`src/mop_defs.svh`:
```
`ifndef MOP_DEFS_SVH
`define MOP_DEFS_SVH
// What this block does
// - first rated current 0 to 500 A sets the first channel's full level.
// - first rated current zero stops first channel; transistor protection stays on.
// - second rated current 0 to 500 A; 9999 disables; used only with select high.
// - select high with valid second setting bases protection on second setting.
// - second-function select comes from the input terminal coded 3.
// - each channel heats, cools with zero current, or stays inactive.
// - valid second setting heats the selected channel, cools the other.
// - second setting zero keeps channel two off; channel one cools when selected.
// - second setting 9999 without second motor always heats channel one.
// - either motor accumulator at 85 percent raises prealarm output and indication.
// - accumulator at 100 percent trips with motor or transistor fault code.
// - prealarm alone never trips.
// - prealarm drives output terminals coded 8 high-true or 108 low-true.
// - thermal trip clears only by reset; accumulators also decay to zero while below rating or cooling.
// - external thermal relay input trips with external fault code.
// - external thermal relay input comes from input terminal coded 7.
// - thermistor resistance at threshold 0.5 to 30 kohm trips with thermistor code.
// - threshold 9999 disables thermistor; resistance shown only while enabled.
// - constant-torque curve applies from 6 Hz upward.
// - applied motor codes 1, 13, 50, 53 allow full torque at low speed.
// - higher switching-frequency setting shortens transistor protection time.
// - second rated current and threshold writable only with display select 0.
// - thermistor enabled blocks analog terminal as frequency command.

// ----------------------------------------------------------------
// timing
// ----------------------------------------------------------------
`define MOP_CLK_MHZ 40
`define MOP_TICK_US 1000
`define MOP_TICK_CYCLES (`MOP_TICK_US * `MOP_CLK_MHZ)

// ----------------------------------------------------------------
// settings and limits
// ----------------------------------------------------------------
`define MOP_SET_OFF 16'hffff
`define MOP_SEL_OFF 8'hff
`define MOP_AMP_MAX 16'd50000
`define MOP_PTC_MIN 16'd500
`define MOP_PTC_MAX 16'd30000
`define MOP_INV_RATED 16'd1000
`define MOP_CT_MIN_FREQ 16'd600
`define MOP_STD_DRT_FREQ 16'd3000
`define MOP_ACC_FULL 32'd60000000
`define MOP_PRE_PCT 85
`define MOP_FULL_PCT 100
`define MOP_FN_SECOND 6'd3
`define MOP_FN_OH 6'd7
`define MOP_FN_PRE_POS 7'd8
`define MOP_FN_PRE_NEG 7'd108
`define MOP_CT_A 8'd1
`define MOP_CT_B 8'd13
`define MOP_CT_C 8'd50
`define MOP_CT_D 8'd53

// ----------------------------------------------------------------
// register map
// ----------------------------------------------------------------
`define MOP_OFF_RATED1 8'h00
`define MOP_OFF_RATED2 8'h04
`define MOP_OFF_PTC 8'h08
`define MOP_OFF_MOTOR 8'h0c
`define MOP_OFF_INSEL 8'h10
`define MOP_OFF_OUTSEL 8'h14
`define MOP_OFF_STATUS 8'h18
`define MOP_OFF_PTCRES 8'h1c
`define MOP_OFF_ACC1 8'h20
`define MOP_OFF_ACC2 8'h24
`define MOP_OFF_ACCT 8'h28
`define MOP_F_APPL 7:0
`define MOP_F_SEC 15:8
`define MOP_F_SWF 19:16
`define MOP_F_DISP 31:24
`define MOP_F_INSEL 29:0
`define MOP_F_OUTSEL 20:0
`define MOP_IN_CODES_RST 30'h00000000
`define MOP_OUT_CODES_RST 21'h000000
`endif

```
`src/mop_pkg.sv`:
```
package mop_pkg;
  typedef enum logic [1:0] {
    MOP_M_OFF  = 2'b00,
    MOP_M_COOL = 2'b01,
    MOP_M_HEAT = 2'b11
  } mop_mode_e;
  typedef enum logic [0:0] {
    MOP_ST_RUN  = 1'b0,
    MOP_ST_TRIP = 1'b1
  } mop_state_e;
  typedef enum logic [3:0] {
    MOP_F_NONE  = 4'h0,
    MOP_F_MOTOR = 4'h1,
    MOP_F_XTR   = 4'h2,
    MOP_F_EXT   = 4'h3,
    MOP_F_PTC   = 4'h4
  } mop_fault_e;
endpackage

```
`src/mop_thermal_acc.sv`:
```
`timescale 1ns/1ps
`include "mop_defs.svh"
module mop_thermal_acc (
  // clock and reset
  input  wire logic             core_clk,
  input  wire logic             reset_n,
  // control
  input  wire logic             tick,
  input  mop_pkg::mop_mode_e    mode,
  input  wire logic [15:0]      current,
  input  wire logic [15:0]      rated,
  input  wire logic [3:0]       gain_sh,
  input  wire logic             derate,
  // state
  output logic      [31:0]      acc_reg,
  output logic                  pre,
  output logic                  full
);
  import mop_pkg::*;
  localparam logic [31:0] FULL = `MOP_ACC_FULL;
  localparam logic [31:0] PRE  = 32'(64'(`MOP_ACC_FULL) * `MOP_PRE_PCT / `MOP_FULL_PCT);
  logic [15:0] eff;
  logic [15:0] amps;
  logic [15:0] excess;
  logic [32:0] sum;
  logic [31:0] acc_next;

  // low speed derating trims the rating by a quarter
  always_comb begin
    eff    = derate ? rated - (rated >> 2) : rated;
    amps   = (mode == MOP_M_HEAT) ? current : 16'h0000;
    excess = (amps > eff) ? amps - eff : 16'h0000;
    sum    = {1'b0, acc_reg} + (33'(excess) << gain_sh);
    if (excess != 16'h0000) begin
      acc_next = (sum > {1'b0, FULL}) ? FULL : sum[31:0];
    end else begin
      acc_next = acc_reg - ((acc_reg >> 8) + 32'(acc_reg != 32'h0));
    end
  end

  always_ff @(posedge core_clk or negedge reset_n) begin
    if (!reset_n) begin
      acc_reg <= 32'h0;
    end else if (tick) begin
      unique case (mode)
        MOP_M_HEAT, MOP_M_COOL: acc_reg <= acc_next;
        MOP_M_OFF:              acc_reg <= acc_reg;
        default:                acc_reg <= acc_reg;
      endcase
    end
  end

  assign pre  = acc_reg >= PRE;
  assign full = acc_reg >= FULL;
endmodule // mop_thermal_acc

```
`src/mop_term_route.sv`:
```
`timescale 1ns/1ps
`include "mop_defs.svh"
module mop_term_route (
  // clock and reset
  input  wire logic        core_clk,
  input  wire logic        reset_n,
  // terminals and codes
  input  wire logic [4:0]  input_terminals,
  input  wire logic [29:0] in_codes,
  input  wire logic [20:0] out_codes,
  input  wire logic        prealarm,
  // routed signals
  output logic             sel_reg,
  output logic             ext_reg,
  output logic      [2:0]  output_terminals
);
  logic       sel_next;
  logic       ext_next;
  logic [2:0] out_next;

  always_comb begin
    sel_next = 1'b0;
    ext_next = 1'b0;
    out_next = 3'b000;
    for (int i = 0; i < 5; i++) begin
      sel_next |= input_terminals[i] && in_codes[i*6 +: 6] == `MOP_FN_SECOND;
      ext_next |= input_terminals[i] && in_codes[i*6 +: 6] == `MOP_FN_OH;
    end
    for (int j = 0; j < 3; j++) begin
      if (out_codes[j*7 +: 7] == `MOP_FN_PRE_POS) begin
        out_next[j] = prealarm;
      end else if (out_codes[j*7 +: 7] == `MOP_FN_PRE_NEG) begin
        out_next[j] = !prealarm;
      end
    end
  end

  always_ff @(posedge core_clk or negedge reset_n) begin
    if (!reset_n) begin
      sel_reg          <= 1'b0;
      ext_reg          <= 1'b0;
      output_terminals <= 3'b000;
    end else begin
      sel_reg          <= sel_next;
      ext_reg          <= ext_next;
      output_terminals <= out_next;
    end
  end
endmodule // mop_term_route

```
`src/mop_top.sv`:
```
// Register access over AHB-Lite and the register offsets were decided locally.
`timescale 1ns/1ps
`include "mop_defs.svh"
module mop_top #(
  parameter int TICK_CYCLES = `MOP_TICK_CYCLES
) (
  // clock and reset
  input  wire logic           core_clk,
  input  wire logic           reset_n,
  // ahb-lite slave
  input  wire logic           hsel,
  input  wire logic [31:0]    haddr,
  input  wire logic [1:0]     htrans,
  input  wire logic           hwrite,
  input  wire logic [2:0]     hsize,
  input  wire logic [31:0]    hwdata,
  input  wire logic           hready,
  output logic      [31:0]    hrdata,
  output logic                hreadyout,
  output logic                hresp,
  // drive measurements
  input  wire logic [15:0]    output_current,
  input  wire logic [15:0]    output_frequency,
  input  wire logic [15:0]    thermistor_resistance,
  input  wire logic [4:0]     input_terminals,
  // protection outputs
  output logic      [2:0]     output_terminals,
  output logic                trip,
  output mop_pkg::mop_fault_e fault_code,
  output logic                thermal_prealarm_indication,
  output logic                analog_freq_cmd_enable
);
  import mop_pkg::*;

  // ----------------------------------------------------------------
  // helpers
  // ----------------------------------------------------------------
  function automatic logic set_ok(input logic [15:0] v, input logic [15:0] lo,
                                  input logic [15:0] hi);
    return v == `MOP_SET_OFF || (v >= lo && v <= hi);
  endfunction

  function automatic logic is_ct(input logic [7:0] code);
    return code == `MOP_CT_A || code == `MOP_CT_B || code == `MOP_CT_C ||
           code == `MOP_CT_D;
  endfunction

  function automatic logic derate_at(input logic ct, input logic [15:0] f);
    return ct ? f < `MOP_CT_MIN_FREQ : f < `MOP_STD_DRT_FREQ;
  endfunction

  // ----------------------------------------------------------------
  // declarations
  // ----------------------------------------------------------------
  logic [15:0] rated1_reg;
  logic [15:0] rated2_reg;
  logic [15:0] ptc_lvl_reg;
  logic [7:0]  appl_reg;
  logic [7:0]  sec_motor_reg;
  logic [3:0]  swf_reg;
  logic [7:0]  disp_sel_reg;
  logic [29:0] in_codes_reg;
  logic [20:0] out_codes_reg;
  logic [15:0] ptc_disp_reg;
  logic        wr_ph_reg;
  logic        rd_ph_reg;
  logic        rd_done_reg;
  logic [7:0]  addr_reg;
  logic [31:0] hrdata_reg;
  logic [31:0] rdata_next;
  logic        wr_en;
  logic [31:0] tick_cnt_reg;
  logic        tick;
  logic        sel_reg;
  logic        ext_reg;
  logic        prealarm_reg;
  mop_mode_e   m1;
  mop_mode_e   m2;
  logic        r1z;
  logic        r2z;
  logic        r2off;
  logic        sec;
  logic        ct1;
  logic        ct2;
  logic        ptc_en;
  logic [31:0] acc1;
  logic [31:0] acc2;
  logic [31:0] acct;
  logic        pre1;
  logic        pre2;
  logic        full1;
  logic        full2;
  logic        fullt;
  logic        cause_ptc;
  mop_state_e  state_reg;
  mop_fault_e  fault_reg;
  mop_fault_e  fault_next;

  // ----------------------------------------------------------------
  // ahb-lite slave: writes zero wait, reads one wait
  // ----------------------------------------------------------------
  assign hreadyout = !(rd_ph_reg && !rd_done_reg);
  assign hresp     = 1'b0;
  assign hrdata    = hrdata_reg;
  assign wr_en     = wr_ph_reg && hready;

  always_ff @(posedge core_clk or negedge reset_n) begin
    if (!reset_n) begin
      wr_ph_reg <= 1'b0;
      rd_ph_reg <= 1'b0;
      addr_reg  <= 8'h00;
    end else if (hready) begin
      wr_ph_reg <= hsel && htrans[1] && hwrite;
      rd_ph_reg <= hsel && htrans[1] && !hwrite;
      addr_reg  <= haddr[7:0];
    end
  end

  always_ff @(posedge core_clk or negedge reset_n) begin
    if (!reset_n) begin
      rd_done_reg <= 1'b0;
      hrdata_reg  <= 32'h0;
    end else if (rd_ph_reg && !rd_done_reg) begin
      rd_done_reg <= 1'b1;
      hrdata_reg  <= rdata_next;
    end else if (hready) begin
      rd_done_reg <= 1'b0;
    end
  end

  always_comb begin
    rdata_next = 32'h0;
    case (addr_reg)
      `MOP_OFF_RATED1: rdata_next = {16'h0, rated1_reg};
      `MOP_OFF_RATED2: rdata_next = {16'h0, rated2_reg};
      `MOP_OFF_PTC:    rdata_next = {16'h0, ptc_lvl_reg};
      `MOP_OFF_MOTOR:  rdata_next = {disp_sel_reg, 4'h0, swf_reg, sec_motor_reg, appl_reg};
      `MOP_OFF_INSEL:  rdata_next = {2'b00, in_codes_reg};
      `MOP_OFF_OUTSEL: rdata_next = {11'h0, out_codes_reg};
      `MOP_OFF_STATUS: rdata_next = {20'h0, m2, m1, ext_reg, sel_reg, fault_reg,
                                     trip, prealarm_reg};
      `MOP_OFF_PTCRES: rdata_next = {16'h0, ptc_disp_reg};
      `MOP_OFF_ACC1:   rdata_next = acc1;
      `MOP_OFF_ACC2:   rdata_next = acc2;
      `MOP_OFF_ACCT:   rdata_next = acct;
      default:         rdata_next = 32'h0;
    endcase
  end

  // ----------------------------------------------------------------
  // settings
  // ----------------------------------------------------------------
  always_ff @(posedge core_clk or negedge reset_n) begin
    if (!reset_n) begin
      rated1_reg <= `MOP_INV_RATED;
    end else if (wr_en && addr_reg == `MOP_OFF_RATED1 && hwdata[15:0] <= `MOP_AMP_MAX) begin
      rated1_reg <= hwdata[15:0];
    end
  end

  always_ff @(posedge core_clk or negedge reset_n) begin
    if (!reset_n) begin
      rated2_reg  <= `MOP_SET_OFF;
      ptc_lvl_reg <= `MOP_SET_OFF;
    end else if (wr_en && disp_sel_reg == 8'h00) begin
      if (addr_reg == `MOP_OFF_RATED2 && set_ok(hwdata[15:0], 16'h0, `MOP_AMP_MAX)) begin
        rated2_reg <= hwdata[15:0];
      end
      if (addr_reg == `MOP_OFF_PTC && set_ok(hwdata[15:0], `MOP_PTC_MIN, `MOP_PTC_MAX)) begin
        ptc_lvl_reg <= hwdata[15:0];
      end
    end
  end

  always_ff @(posedge core_clk or negedge reset_n) begin
    if (!reset_n) begin
      appl_reg      <= 8'h00;
      sec_motor_reg <= `MOP_SEL_OFF;
      swf_reg       <= 4'h0;
      disp_sel_reg  <= 8'h00;
    end else if (wr_en && addr_reg == `MOP_OFF_MOTOR) begin
      appl_reg      <= hwdata[`MOP_F_APPL];
      sec_motor_reg <= hwdata[`MOP_F_SEC];
      swf_reg       <= hwdata[`MOP_F_SWF];
      disp_sel_reg  <= hwdata[`MOP_F_DISP];
    end
  end

  always_ff @(posedge core_clk or negedge reset_n) begin
    if (!reset_n) begin
      in_codes_reg  <= `MOP_IN_CODES_RST;
      out_codes_reg <= `MOP_OUT_CODES_RST;
    end else if (wr_en) begin
      if (addr_reg == `MOP_OFF_INSEL) begin
        in_codes_reg <= hwdata[`MOP_F_INSEL];
      end
      if (addr_reg == `MOP_OFF_OUTSEL) begin
        out_codes_reg <= hwdata[`MOP_F_OUTSEL];
      end
    end
  end

  // ----------------------------------------------------------------
  // integration tick
  // ----------------------------------------------------------------
  assign tick = tick_cnt_reg == 32'(TICK_CYCLES - 1);

  always_ff @(posedge core_clk or negedge reset_n) begin
    if (!reset_n) begin
      tick_cnt_reg <= 32'h0;
    end else begin
      tick_cnt_reg <= tick ? 32'h0 : tick_cnt_reg + 32'h1;
    end
  end

  // ----------------------------------------------------------------
  // channel modes
  // ----------------------------------------------------------------
  assign r1z   = rated1_reg == 16'h0;
  assign r2z   = rated2_reg == 16'h0;
  assign r2off = rated2_reg == `MOP_SET_OFF;
  assign sec   = sec_motor_reg != `MOP_SEL_OFF;
  assign ct1   = is_ct(appl_reg);
  assign ct2   = sec ? sec_motor_reg == `MOP_CT_A : ct1;

  always_comb begin
    if (r1z) begin
      m1 = MOP_M_OFF;
    end else if (sel_reg && (!r2off || sec)) begin
      m1 = MOP_M_COOL;
    end else begin
      m1 = MOP_M_HEAT;
    end
    if (r2z) begin
      m2 = MOP_M_OFF;
    end else if (r2off && !(sec && !r1z)) begin
      m2 = MOP_M_OFF;
    end else begin
      m2 = sel_reg ? MOP_M_HEAT : MOP_M_COOL;
    end
  end

  mop_thermal_acc u_acc1 (
    .core_clk (core_clk),
    .reset_n  (reset_n),
    .tick     (tick),
    .mode     (m1),
    .current  (output_current),
    .rated    (rated1_reg),
    .gain_sh  (4'h0),
    .derate   (derate_at(ct1, output_frequency)),
    .acc_reg  (acc1),
    .pre      (pre1),
    .full     (full1)
  );

  mop_thermal_acc u_acc2 (
    .core_clk (core_clk),
    .reset_n  (reset_n),
    .tick     (tick),
    .mode     (m2),
    .current  (output_current),
    .rated    (r2off ? rated1_reg : rated2_reg),
    .gain_sh  (4'h0),
    .derate   (derate_at(ct2, output_frequency)),
    .acc_reg  (acc2),
    .pre      (pre2),
    .full     (full2)
  );

  // output transistors always integrate; switching frequency speeds it up
  mop_thermal_acc u_acct (
    .core_clk (core_clk),
    .reset_n  (reset_n),
    .tick     (tick),
    .mode     (MOP_M_HEAT),
    .current  (output_current),
    .rated    (`MOP_INV_RATED),
    .gain_sh  (swf_reg),
    .derate   (1'b0),
    .acc_reg  (acct),
    .pre      (),
    .full     (fullt)
  );

  mop_term_route u_route (
    .core_clk         (core_clk),
    .reset_n          (reset_n),
    .input_terminals  (input_terminals),
    .in_codes         (in_codes_reg),
    .out_codes        (out_codes_reg),
    .prealarm         (prealarm_reg),
    .sel_reg          (sel_reg),
    .ext_reg          (ext_reg),
    .output_terminals (output_terminals)
  );

  // ----------------------------------------------------------------
  // prealarm, thermistor and trip
  // ----------------------------------------------------------------
  assign ptc_en                      = ptc_lvl_reg != `MOP_SET_OFF;
  assign cause_ptc                   = ptc_en && thermistor_resistance >= ptc_lvl_reg;
  assign analog_freq_cmd_enable      = !ptc_en;
  assign thermal_prealarm_indication = prealarm_reg;
  assign trip                        = state_reg == MOP_ST_TRIP;
  assign fault_code                  = fault_reg;

  always_ff @(posedge core_clk or negedge reset_n) begin
    if (!reset_n) begin
      prealarm_reg <= 1'b0;
      ptc_disp_reg <= 16'h0;
    end else begin
      prealarm_reg <= pre1 || pre2;
      ptc_disp_reg <= ptc_en ? thermistor_resistance : 16'h0;
    end
  end

  always_comb begin
    if (full1 || full2) begin
      fault_next = MOP_F_MOTOR;
    end else if (fullt) begin
      fault_next = MOP_F_XTR;
    end else if (ext_reg) begin
      fault_next = MOP_F_EXT;
    end else if (cause_ptc) begin
      fault_next = MOP_F_PTC;
    end else begin
      fault_next = MOP_F_NONE;
    end
  end

  // a trip stays until reset
  always_ff @(posedge core_clk or negedge reset_n) begin
    if (!reset_n) begin
      state_reg <= MOP_ST_RUN;
      fault_reg <= MOP_F_NONE;
    end else begin
      unique case (state_reg)
        MOP_ST_RUN: begin
          if (fault_next != MOP_F_NONE) begin
            state_reg <= MOP_ST_TRIP;
            fault_reg <= fault_next;
          end
        end
        MOP_ST_TRIP: begin
          state_reg <= MOP_ST_TRIP;
        end
      endcase
    end
  end
endmodule // mop_top

```
`config.mk`:
```
export PLATFORM = sky130hd
export DESIGN_NAME = mop_top
export DESIGN_NICKNAME = d
export VERILOG_FILES = /design/src/mop_pkg.sv /design/src/mop_thermal_acc.sv /design/src/mop_term_route.sv /design/src/mop_top.sv
export VERILOG_INCLUDE_DIRS = /design/src
export SDC_FILE = /design/constraint.sdc
export NUM_CORES = 1
export LEC_CHECK = 0
export BUFFER_PORTS_ARGS = -buffer_cell sky130_fd_sc_hd__buf_4
export CORE_MARGIN = 2
export CORE_UTILIZATION = 49
export DETAILED_ROUTE_END_ITERATION = 8
export PLACE_DENSITY = 0.75
export SYNTH_ARGS = -nofsm -noshare
export SYNTH_HDL_FRONTEND = slang
export SYNTH_SLANG_ARGS = --single-unit
export TNS_END_PERCENT = 5
```
`constraint.sdc`:
```
create_clock -name core_clk -period 19.31 [get_ports core_clk]
set_input_delay 3.862 -clock core_clk [delete_from_list [all_inputs] [get_ports core_clk]]
set_output_delay 3.862 -clock core_clk [all_outputs]
set_load 0.01 [all_outputs]
```
* Word level (Yosys, flattened, before mapping)
Index checks and enable logic that the tools add are counted.
Storage, ports and cells: memory bits (writable) 0, word-level logic and storage cells 211, bits in latches 0, bits in registers 325, bits in read-only memories 0, input port bits 127, memories kept 0
Operators by class: multipliers 0, divide/modulo/power cells 0, shifts and indexed selects 1, bitwise logic cells 9, reductions and logical operators 64, equality and inequality tests 40, mux-type cells 39, order comparisons 18, $add $sub $neg 15
Operators by type and width (number):
- 32-bit case mux with 11 select lines | 1
- 32-bit 2-to-1 mux | 7
- 32-bit by 26-bit greater-or-equal comparator with 1-bit output, second input constant | 5
- 16-bit 2-to-1 mux | 9
- 33-bit by 26-bit > comparator with 1-bit output, second input constant | 3
- 32-bit nonzero test | 3
- 32-bit subtractor | 3
- 24-bit by 1-bit adder with 25-bit output | 3
- 32-bit by 16-bit adder with 33-bit output | 2
- 16-bit nonzero test | 3
- 8-bit by 6-bit == test with 1-bit output, second input constant | 5
- 32-bit by 33-bit adder with 33-bit output | 1
- 16-bit by 4-bit left shift with 33-bit output | 1
- 32-bit by 1-bit adder with 32-bit output, second input constant | 1
- 16-bit == test, second input constant | 2
- 32-bit by 16-bit == test with 1-bit output, second input constant | 1
- 8-bit by 5-bit == test with 1-bit output, second input constant | 4
- 16-bit > comparator | 2
- 16-bit logical NOT | 2
- 16-bit by 14-bit subtractor with 16-bit output | 2
- 16-bit subtractor | 2
- 6-bit by 2-bit == test with 1-bit output, second input constant | 5
- 6-bit by 3-bit == test with 1-bit output, second input constant | 5
- 1-bit logical AND | 27
- other kinds (31) | 87

* Longest topological paths before layout
Gate-level depths: netlist of run 1.
depth after elaboration 15, gate-level depth with buffers 44, gate-level depth less buffers 39

* By module
From an unflattened synthesis of run 1, not the netlist that was laid out.
Second synthesis, totals: cell total of the unflattened synthesis 4726, area, all modules 37512.2 um^2
By module, submodules not included:
- mop_thermal_acc (u_acc2 ...) | instances 2, area each 8560.7 um^2, cells each 1214
- mop_top | instances 1, area each 11791.3 um^2, cells each 1114
- mop_thermal_acc (u_acc1) | instances 1, area each 8214.1 um^2, cells each 1146
- mop_term_route | instances 1, area each 385.4 um^2, cells each 38

* Least setup slack after synthesis of run 1
OpenSTA, ideal clock, no wires.
path type input-to-reg, from input port output_frequency[14], to register u_acc1.acc_reg[19], library setup time 0.126 ns, arrival 10.667 ns, data required time 19.184 ns, setup slack 8.517 ns, cell stages on the path 30, path through or4_1 -> a2111oi_0 -> mux2i_1 -> clkbuf_1 -> nor2_1 -> a21oi_1 -> ha_1 -> nor2b_1 -> o21a_1 -> o211ai_1 -> a21boi_0 -> a311oi_1 -> a21o_1 -> clkbuf_1 -> nor2_1 -> ha_1 -> fa_1 -> a21o_1 -> a221oi_2 -> a21o_1 -> nand2_1 -> a2111oi_1 -> or3_1 -> o311ai_1 -> a2111o_1 -> and3_1 -> buf_6 -> buf_6 -> a32oi_1 -> o21ai_1
Between the ends: word-level cells in the longest chain between the ends 9, elaborated cells on any way between the ends 12
RTL lines:
- from (decl) | RTL line mop_top.sv:23 | input wire logic [15:0] output_frequency,
- 16-bit by 12-bit less-than comparator with 1-bit output (no line) or 16-bit by 10-bit less-than comparator with 1-bit output (tied branches)
- 1-bit 2-to-1 mux (no line) *
- 16-bit 2-to-1 mux * | RTL line mop_thermal_acc.sv:30 | eff = derate ? rated - (rated >> 2) : rated;
- 16-bit subtractor or 16-bit > comparator (tied branches) | RTL line mop_thermal_acc.sv:32 | excess = (amps > eff) ? amps - eff : 16'h0000;
- 16-bit 2-to-1 mux * | RTL line mop_thermal_acc.sv:32
- 32-bit by 16-bit adder with 33-bit output | RTL line mop_thermal_acc.sv:33 | sum = {1'b0, acc_reg} + (33'(excess) << gain_sh);
- 33-bit by 26-bit > comparator with 1-bit output | RTL line mop_thermal_acc.sv:35 | acc_next = (sum > {1'b0, FULL}) ? FULL : sum[31:0];
- 32-bit 2-to-1 mux | RTL line mop_thermal_acc.sv:35
- 32-bit 2-to-1 mux * | RTL line mop_thermal_acc.sv:34 | if (excess != 16'h0000) begin
- to (signal assigned) | RTL line mop_thermal_acc.sv:46 | MOP_M_HEAT, MOP_M_COOL: acc_reg <= acc_next;
- to (signal assigned) | RTL line mop_thermal_acc.sv:47 | MOP_M_OFF: acc_reg <= acc_reg;
- to (signal assigned) | RTL line mop_thermal_acc.sv:48 | default: acc_reg <= acc_reg;
- to (decl) | RTL line mop_thermal_acc.sv:15 | output logic [31:0] acc_reg,
Mark *: on every way between the ends. The rest lies on a longest branch, timed or not. A chain may end at the register's enable or synchronous reset.

* Worst setup path after layout of run 1
from input port output_frequency[14], to register u_acc1.acc_reg[16]
The elaborated chain is that of the path after synthesis.

==> impl_metrics.csv, run 1 <==
group,metric,value,unit
worst_setup_path,critPathLaunchType,"primary input",
power,internal-power,1.33,mW
drt,viasPerCell,6.49,
final_layout,final_common_cell,"nor2_1",
drt,antenna_left,0,
floorplanning,dieHeight,254,um
synthesis,ys_top_cells_by_area,"dfrtp_1 23%, ha_1 9.1%, mux2_2 4.9%",
worst_hold_path,min_path_type,"reg2reg",
clock_network,cts.sinks,324,
sta,finalHoldWorstSlack,474,ps
sta,finalMaxSlewViolations,0,
floorplanning,design.die.area,64600,um2
power,p_seq_frac,0.381,
worst_setup_path,cp_data_arrival_time,13020,ps
drt,totalWireLength,105000,um
power,p_leak,14.7,nW
sta,rsz0062_at_grt,"false",
placement,dp_slack,6520,ps
floorplanning,die_w,254,um
power,clockPowerShare,0.460,
worst_setup_path,cp.required,19770,ps
power,power.density,54.5,nW/um2
clock_network,clk_path_buf_depth,3,
global_route,grt_overflow,0,
sta,fmax,79.6,MHz
synthesis,synthFlopType,"dfrtp_1",
sta,finalHoldViolCount,0,
final_layout,layout.nets,4156,
sta,fin_ws,6750,ps
synthesis,synth_top_cell_area_share,0.227,
drt,post_drt_wl_per_cell,22.5,um
final_layout,fin_util,0.546,
sta,timing.final.crit_period,12560,ps
clock_network,cts_made_buffers,40,
final_layout,drive_gt1_frac,0.126,
synthesis,synth_cell_types,98,
final_layout,areaGrowthSynthToFinish,10.2,%
worst_setup_path,crit_fanout,28,
clock_network,cts_tree,"done",
drt,vias,30308,
placement,hpwlAfterDp,79600,um
worst_setup_path,critPathKind,"in2reg",
power,power,1.84,mW
global_route,grt_max_degree,116,
synthesis,yosysSeqAreaShare,0.266,
sta,finalSetupTns,0,ps
sta,period_share,0.650,
global_route,groute.usage.overall,0.320,
drt,drt-pass1-iter-count,9,
global_route,antenna_found_initial,5,
clock_network,htree_levels,2,
clock_network,clkTransAtPathRegs,60,ps
clock_network,clock_latency,580,ps
final_layout,final_cells,4668,
power,p_comb_frac,0.159,
final_layout,finalInstanceArea,33800,um2
floorplanning,rows,91,
synthesis,synth_area,30700,um2
synthesis,postSynthCellCount,3775,
power,p_sw,0.514,mW
status,status,"finished clean",
drt,drc,0,
synthesis,ys_ff_latch,324,
placement,placed_area,32300,um2
final_layout,fill_cells,5766,
final_layout,final_cell_mix,"326 x nor2_1, 316 x nand2_1, 277 x a21oi_1, 277 x dfrtp_1, 240 x o21ai_0",
run,maxCapViolations,0,
power,peakVddDrop,0.0442,mV
synthesis,synth_top_cell_by_area,"dfrtp_1",
worst_setup_path,endpoint_kind,"flip-flop",
synthesis,synth_async_sr_flop_share,1.00,
placement,dp.cells,4592,
placement,gp_congestion,0.992,
clock_network,post_cts_resized,0,
global_route,grt_pass1_vias,28505,
power,p_sw_frac,0.279,
placement,port_buffers,137,
synthesis,synth.avg_cell_area,8.12,um2
global_route,grt_pass1_wl,162000,um
clock_network,ctsHoldBuffers,0,
synthesis,ys_warn_count,0,
synthesis,synth_edf_count,0,
sta,worst_pin_slew,1170,ps
floorplanning,start_util,0.496,
sta,maxSlewHeadroom,0.212,
sta,skew,25.9,ps
clock_network,clockRootBuffer,"clkbuf_16",
clock_network,post_cts_buffers,0,
sta,finalSetupViolations,0,
floorplanning,io_pins,171,
floorplanning,core,61800,um2
drt,drt_iter0_drc,3218,
-- logic make-up after synthesis --
family	Yosys count	share of synthesized area
and+or+nand+nor	1294	0.210
AOI/OAI and AO/OA	1135	0.243
buffers and inverters	341	0.0431
DFF	324	0.266
xor gates and xnor gates	259	0.0740
adders and majority gates	232	0.0971
muxes	189	0.0671
other	1	0.000122
-- Yosys cell counts, types with 10 or more instances --
cell type	n
nor4_1	61
o21bai_1	27
buf_2	12
a22oi_1	39
o21ai_0	240
fa_1	10
xor2_1	96
o21a_1	50
o21ai_1	21
inv_1	146
a31oi_1	47
dfstp_2	46
nor3_1	98
a222oi_1	12
nand2b_1	28
o31ai_1	18
a22o_1	14
a21o_1	104
and3_1	42
a21boi_0	16
buf_1	17
dfrtp_1	278
clkbuf_1	160
o211ai_1	23
nand4_1	71
nand3_1	111
mux2_2	133
and2_1	50
a211oi_1	45
o22ai_1	20
nand2_1	317
mux2i_1	56
a221oi_1	38
and4_1	13
nor2b_1	44
or4_1	13
or3_1	40
ha_1	222
or2_2	18
a21oi_1	277
nor2_1	329
xnor2_1	163
-- worst max-delay path, cell delays in order --
cell and delay, ps:
buf_4 110, or4_1 520, a2111oi_0 910, mux2i_2 150, buf_4 270, mux2i_1 160
ha_1 220, fa_1 410, nor2b_1 130, o21a_1 230, o211ai_1 160, a21boi_0 470
a311oi_1 170, a21o_1 380, nor3_1 490, ha_1 320, a21oi_2 110, o21ai_0 510
a221oi_1 210, a211oi_1 760, a41oi_1 250, nor4_2 700, and3_1 1030, a31oi_1 230
o22a_1 250
-- metal layers --
metal  vias up  share of wire  GRT usage
met3       271           0.11     0.0630
li1      14051              -          -
met2      1499           0.43      0.488
met5         -        0.00030          0
met4         6          0.045      0.142
met1     14481           0.41      0.439
-- power by group through the flow --
stage                     Combinational (mW)  Sequential (mW)  Clock (mW)
after floorplan                        0.191            0.708           0
after global placement                 0.283            0.712           0
after detailed placement               0.286            0.713           0
after CTS                              0.288            0.701       0.858
after global routing                   0.321            0.702       0.886
final                                  0.293            0.702       0.848
-- worst paths after layout --
kind	startpoint	end	slack (ps)	cells after the start
max	output_frequency[14]	u_acc1.acc_reg[16]$_DFFE_PN0P_	6750	25
min	tick_cnt_reg[31]$_DFF_PN0_	tick_cnt_reg[31]$_DFF_PN0_	470	1
max reg2reg	rated2_reg[12]$_DFFE_PN1P_	u_acc2.acc_reg[12]$_DFFE_PN0P_	8840	36
min reg2reg	tick_cnt_reg[31]$_DFF_PN0_	tick_cnt_reg[31]$_DFF_PN0_	470	1
max in group asynchronous	reset_n	tick_cnt_reg[3]$_DFF_PN0_	14370	2
min in group asynchronous	reset_n	out_codes_reg[6]$_DFFE_PN0P_	3360	1
-- final cells by class --
cell class                 count  area [um2]  area share
antenna                        2        5.00    0.000148
clock buffer                  56        1160      0.0344
clock inverter                18         304     0.00900
inverter                     147         552      0.0163
multi-input combinational   3111       21200       0.629
sequential                   324        8170       0.242
tap                          837        1050      0.0310
timing repair buffer         173        1310      0.0387
No activity file was read; power rests on OpenSTA's default activity.
==> run 2, diff against run 1 <==
- ABC_AREA: default -> 1
- clock period: 19.31 -> 12.8 ns (I/O delays scaled with it)
==> run 2 against run 1 <==
Compared with the run above:
- register-to-register slack worse by 4400 ps
- die area increased by 9.5%
- sequential power increased by 50%
- routed wire length increased by 22%
- critical path type unchanged
==> impl_metrics.csv, run 2 <==
group,metric,value,unit
status,status,"finished clean",
synthesis,synth_top_cell_by_area,"dfrtp_1",
final_layout,fin_util,0.539,
sta,fmax,111,MHz
power,peakVddDrop,0.133,mV
placement,gp_congestion,1.06,
synthesis,synth_async_sr_flop_share,1.00,
final_layout,layout.nets,5786,
global_route,use_met3,0.0680,
synthesis,synth_edf_count,0,
placement,dp.cells,6266,
drt,vias,37093,
drt,drc,0,
sta,fin_ws,3820,ps
placement,port_buffers,137,
clock_network,clock_latency,630,ps
synthesis,ys_top_cells_by_count,"1465 x nand2_1, 711 x inv_1, 584 x nor2_1, 403 x o21ai_0, 355 x nand3_1",
sta,skew,29.4,ps
final_layout,finalInstanceArea,36800,um2
final_layout,drive_gt1_frac,0.0683,
global_route,grt.busiest_layer,"met2",
synthesis,yosysSeqAreaShare,0.243,
worst_setup_path,cp_slowest_stage_delay,470,ps
sta,worst_pin_slew,1310,ps
global_route,grt_max_degree,147,
synthesis,ys_warn_count,0,
final_layout,final_common_cell,"nand2_1",
clock_network,ctsHoldBuffers,0,
global_route,grt_util_met1,0.466,
floorplanning,io_pins,171,
synthesis,yosysMostFrequentCell,"nand2_1",
floorplanning,dieHeight,266,um
clock_network,clkTransAtPathRegs,60,ps
clock_network,post_cts_resized,0,
global_route,antenna_found_initial,4,
final_layout,areaGrowthSynthToFinish,9.27,%
floorplanning,design.die.area,70800,um2
drt,antenna_left,0,
final_layout,fill_cells,7016,
clock_network,htree_levels,2,
global_route,met2_usage,0.563,
worst_setup_path,endpoint_kind,"flip-flop",
sta,finalSetupTns,0,ps
sta,finalSetupViolations,0,
sta,finalHoldViolCount,0,
synthesis,synth_top_cell_area_share,0.207,
drt,totalWireLength,128000,um
drt,drt-pass1-iter-count,8,
placement,dp_slack,3440,ps
clock_network,cts.sinks,324,
placement,placed_area,35300,um2
sta,period_share,0.702,
power,p_leak,19.0,nW
power,power,4.50,mW
worst_setup_path,crit_fanout,25,
global_route,grt_pass1_vias,34475,
worst_setup_path,cp.required,13310,ps
clock_network,cts_tree,"done",
synthesis,synth.avg_cell_area,6.27,um2
sta,rsz0062_at_grt,"false",
floorplanning,rows,96,
sta,finalHoldWorstSlack,481,ps
worst_setup_path,cp_common_cell,"nand2_1",
drt,post_drt_wl_per_cell,20.2,um
synthesis,synthFlopType,"dfrtp_1",
worst_hold_path,min_path_type,"reg2reg",
synthesis,synth_cell_types,73,
worst_setup_path,critPathKind,"in2reg",
floorplanning,start_util,0.493,
clock_network,clockRootBuffer,"clkbuf_16",
drt,viasPerCell,5.85,
clock_network,clk_path_buf_depth,3,
global_route,grt_overflow,0,
floorplanning,core,68200,um2
sta,maxSlewHeadroom,0.123,
global_route,groute.usage.overall,0.357,
final_layout,final_cell_mix,"1463 x nand2_1, 711 x inv_1, 583 x nor2_1",
worst_setup_path,critPathLaunchType,"primary input",
clock_network,cts_made_buffers,41,
drt,drt_iter0_drc,4246,
placement,hpwlAfterDp,102000,um
sta,timing.final.crit_period,8980,ps
synthesis,postSynthCellCount,5363,
clock_network,post_cts_buffers,0,
final_layout,final_cells,6342,
power,power.density,122,nW/um2
run,maxCapViolations,0,
floorplanning,die_w,266,um
synthesis,synth_area,33600,um2
sta,finalMaxSlewViolations,0,
worst_setup_path,cp_data_arrival_time,9490,ps
global_route,grt_pass1_wl,197000,um
synthesis,ys_ff_latch,324,
synthesis,ys_top_cells_by_area,"dfrtp_1 21%, nand2_1 16%, ha_1 8.3%",
worst_setup_path,critPathSlowestCell,"inv_1",
-- run 2: area by class of cell --
cell class | count | area (um2) | share of cell area
diodes | 1 | 2.50 | 0.0000681
clock buffers | 57 | 1200 | 0.0325
clock inverters | 18 | 246 | 0.00671
inverters | 732 | 2750 | 0.0749
multi-input cells | 4170 | 22100 | 0.601
flip-flops and latches | 324 | 8170 | 0.222
well taps | 882 | 1100 | 0.0300
repair buffers | 158 | 1210 | 0.0328
-- run 2: kinds of logic after synthesis --
logic type      synth area share
compound gates             0.159
xor+xnor                  0.0565
fa+ha+maj                 0.0885
buf+inv                    0.102
flops                      0.243
mux                      0.00417
other cells             0.000111
simple gates               0.347
-- run 2: per-layer routing --
metal / vias to the layer above / part of all wire
li1: 17768 / -
met1: 17053 / 0.41
met2: 1878 / 0.43
met3: 394 / 0.10
met4: 0 / 0.057
met5: - / 0
-- run 2: worst paths after layout --
check / startpoint / end / slack (ps) / cells past startpoint
setup / recovery: output_frequency[14] / u_acc2.acc_reg[8]$_DFFE_PN0P_ / 3820 / 36
hold / removal: hrdata[22]$_DFFE_PN0P_ / hrdata[22]$_DFFE_PN0P_ / 480 / 2
setup reg to reg: rated2_reg[7]$_DFFE_PN1P_ / u_acc2.acc_reg[8]$_DFFE_PN0P_ / 4450 / 42
hold reg to reg: hrdata[22]$_DFFE_PN0P_ / hrdata[22]$_DFFE_PN0P_ / 480 / 2
max in group asynchronous: reset_n / u_acc1.acc_reg[7]$_DFFE_PN0P_ / 8560 / 3
min in group asynchronous: reset_n / hrdata[6]$_DFFE_PN0P_ / 1980 / 1
-- run 2: critical path, delay by kind of cell --
kind            cells  cell delay [ps]
simple gates       23             3850
compound gates      6             1310
buf+inv             5              950
fa+ha+maj           2              810
-- run 2: where the power goes --
part           switching (mW)  total (mW)  internal (mW)
logic                    1.52        2.18          0.659
registers              0.0119        1.05           1.04
clock network           0.526        1.27          0.742
total                    2.06        4.50           2.44
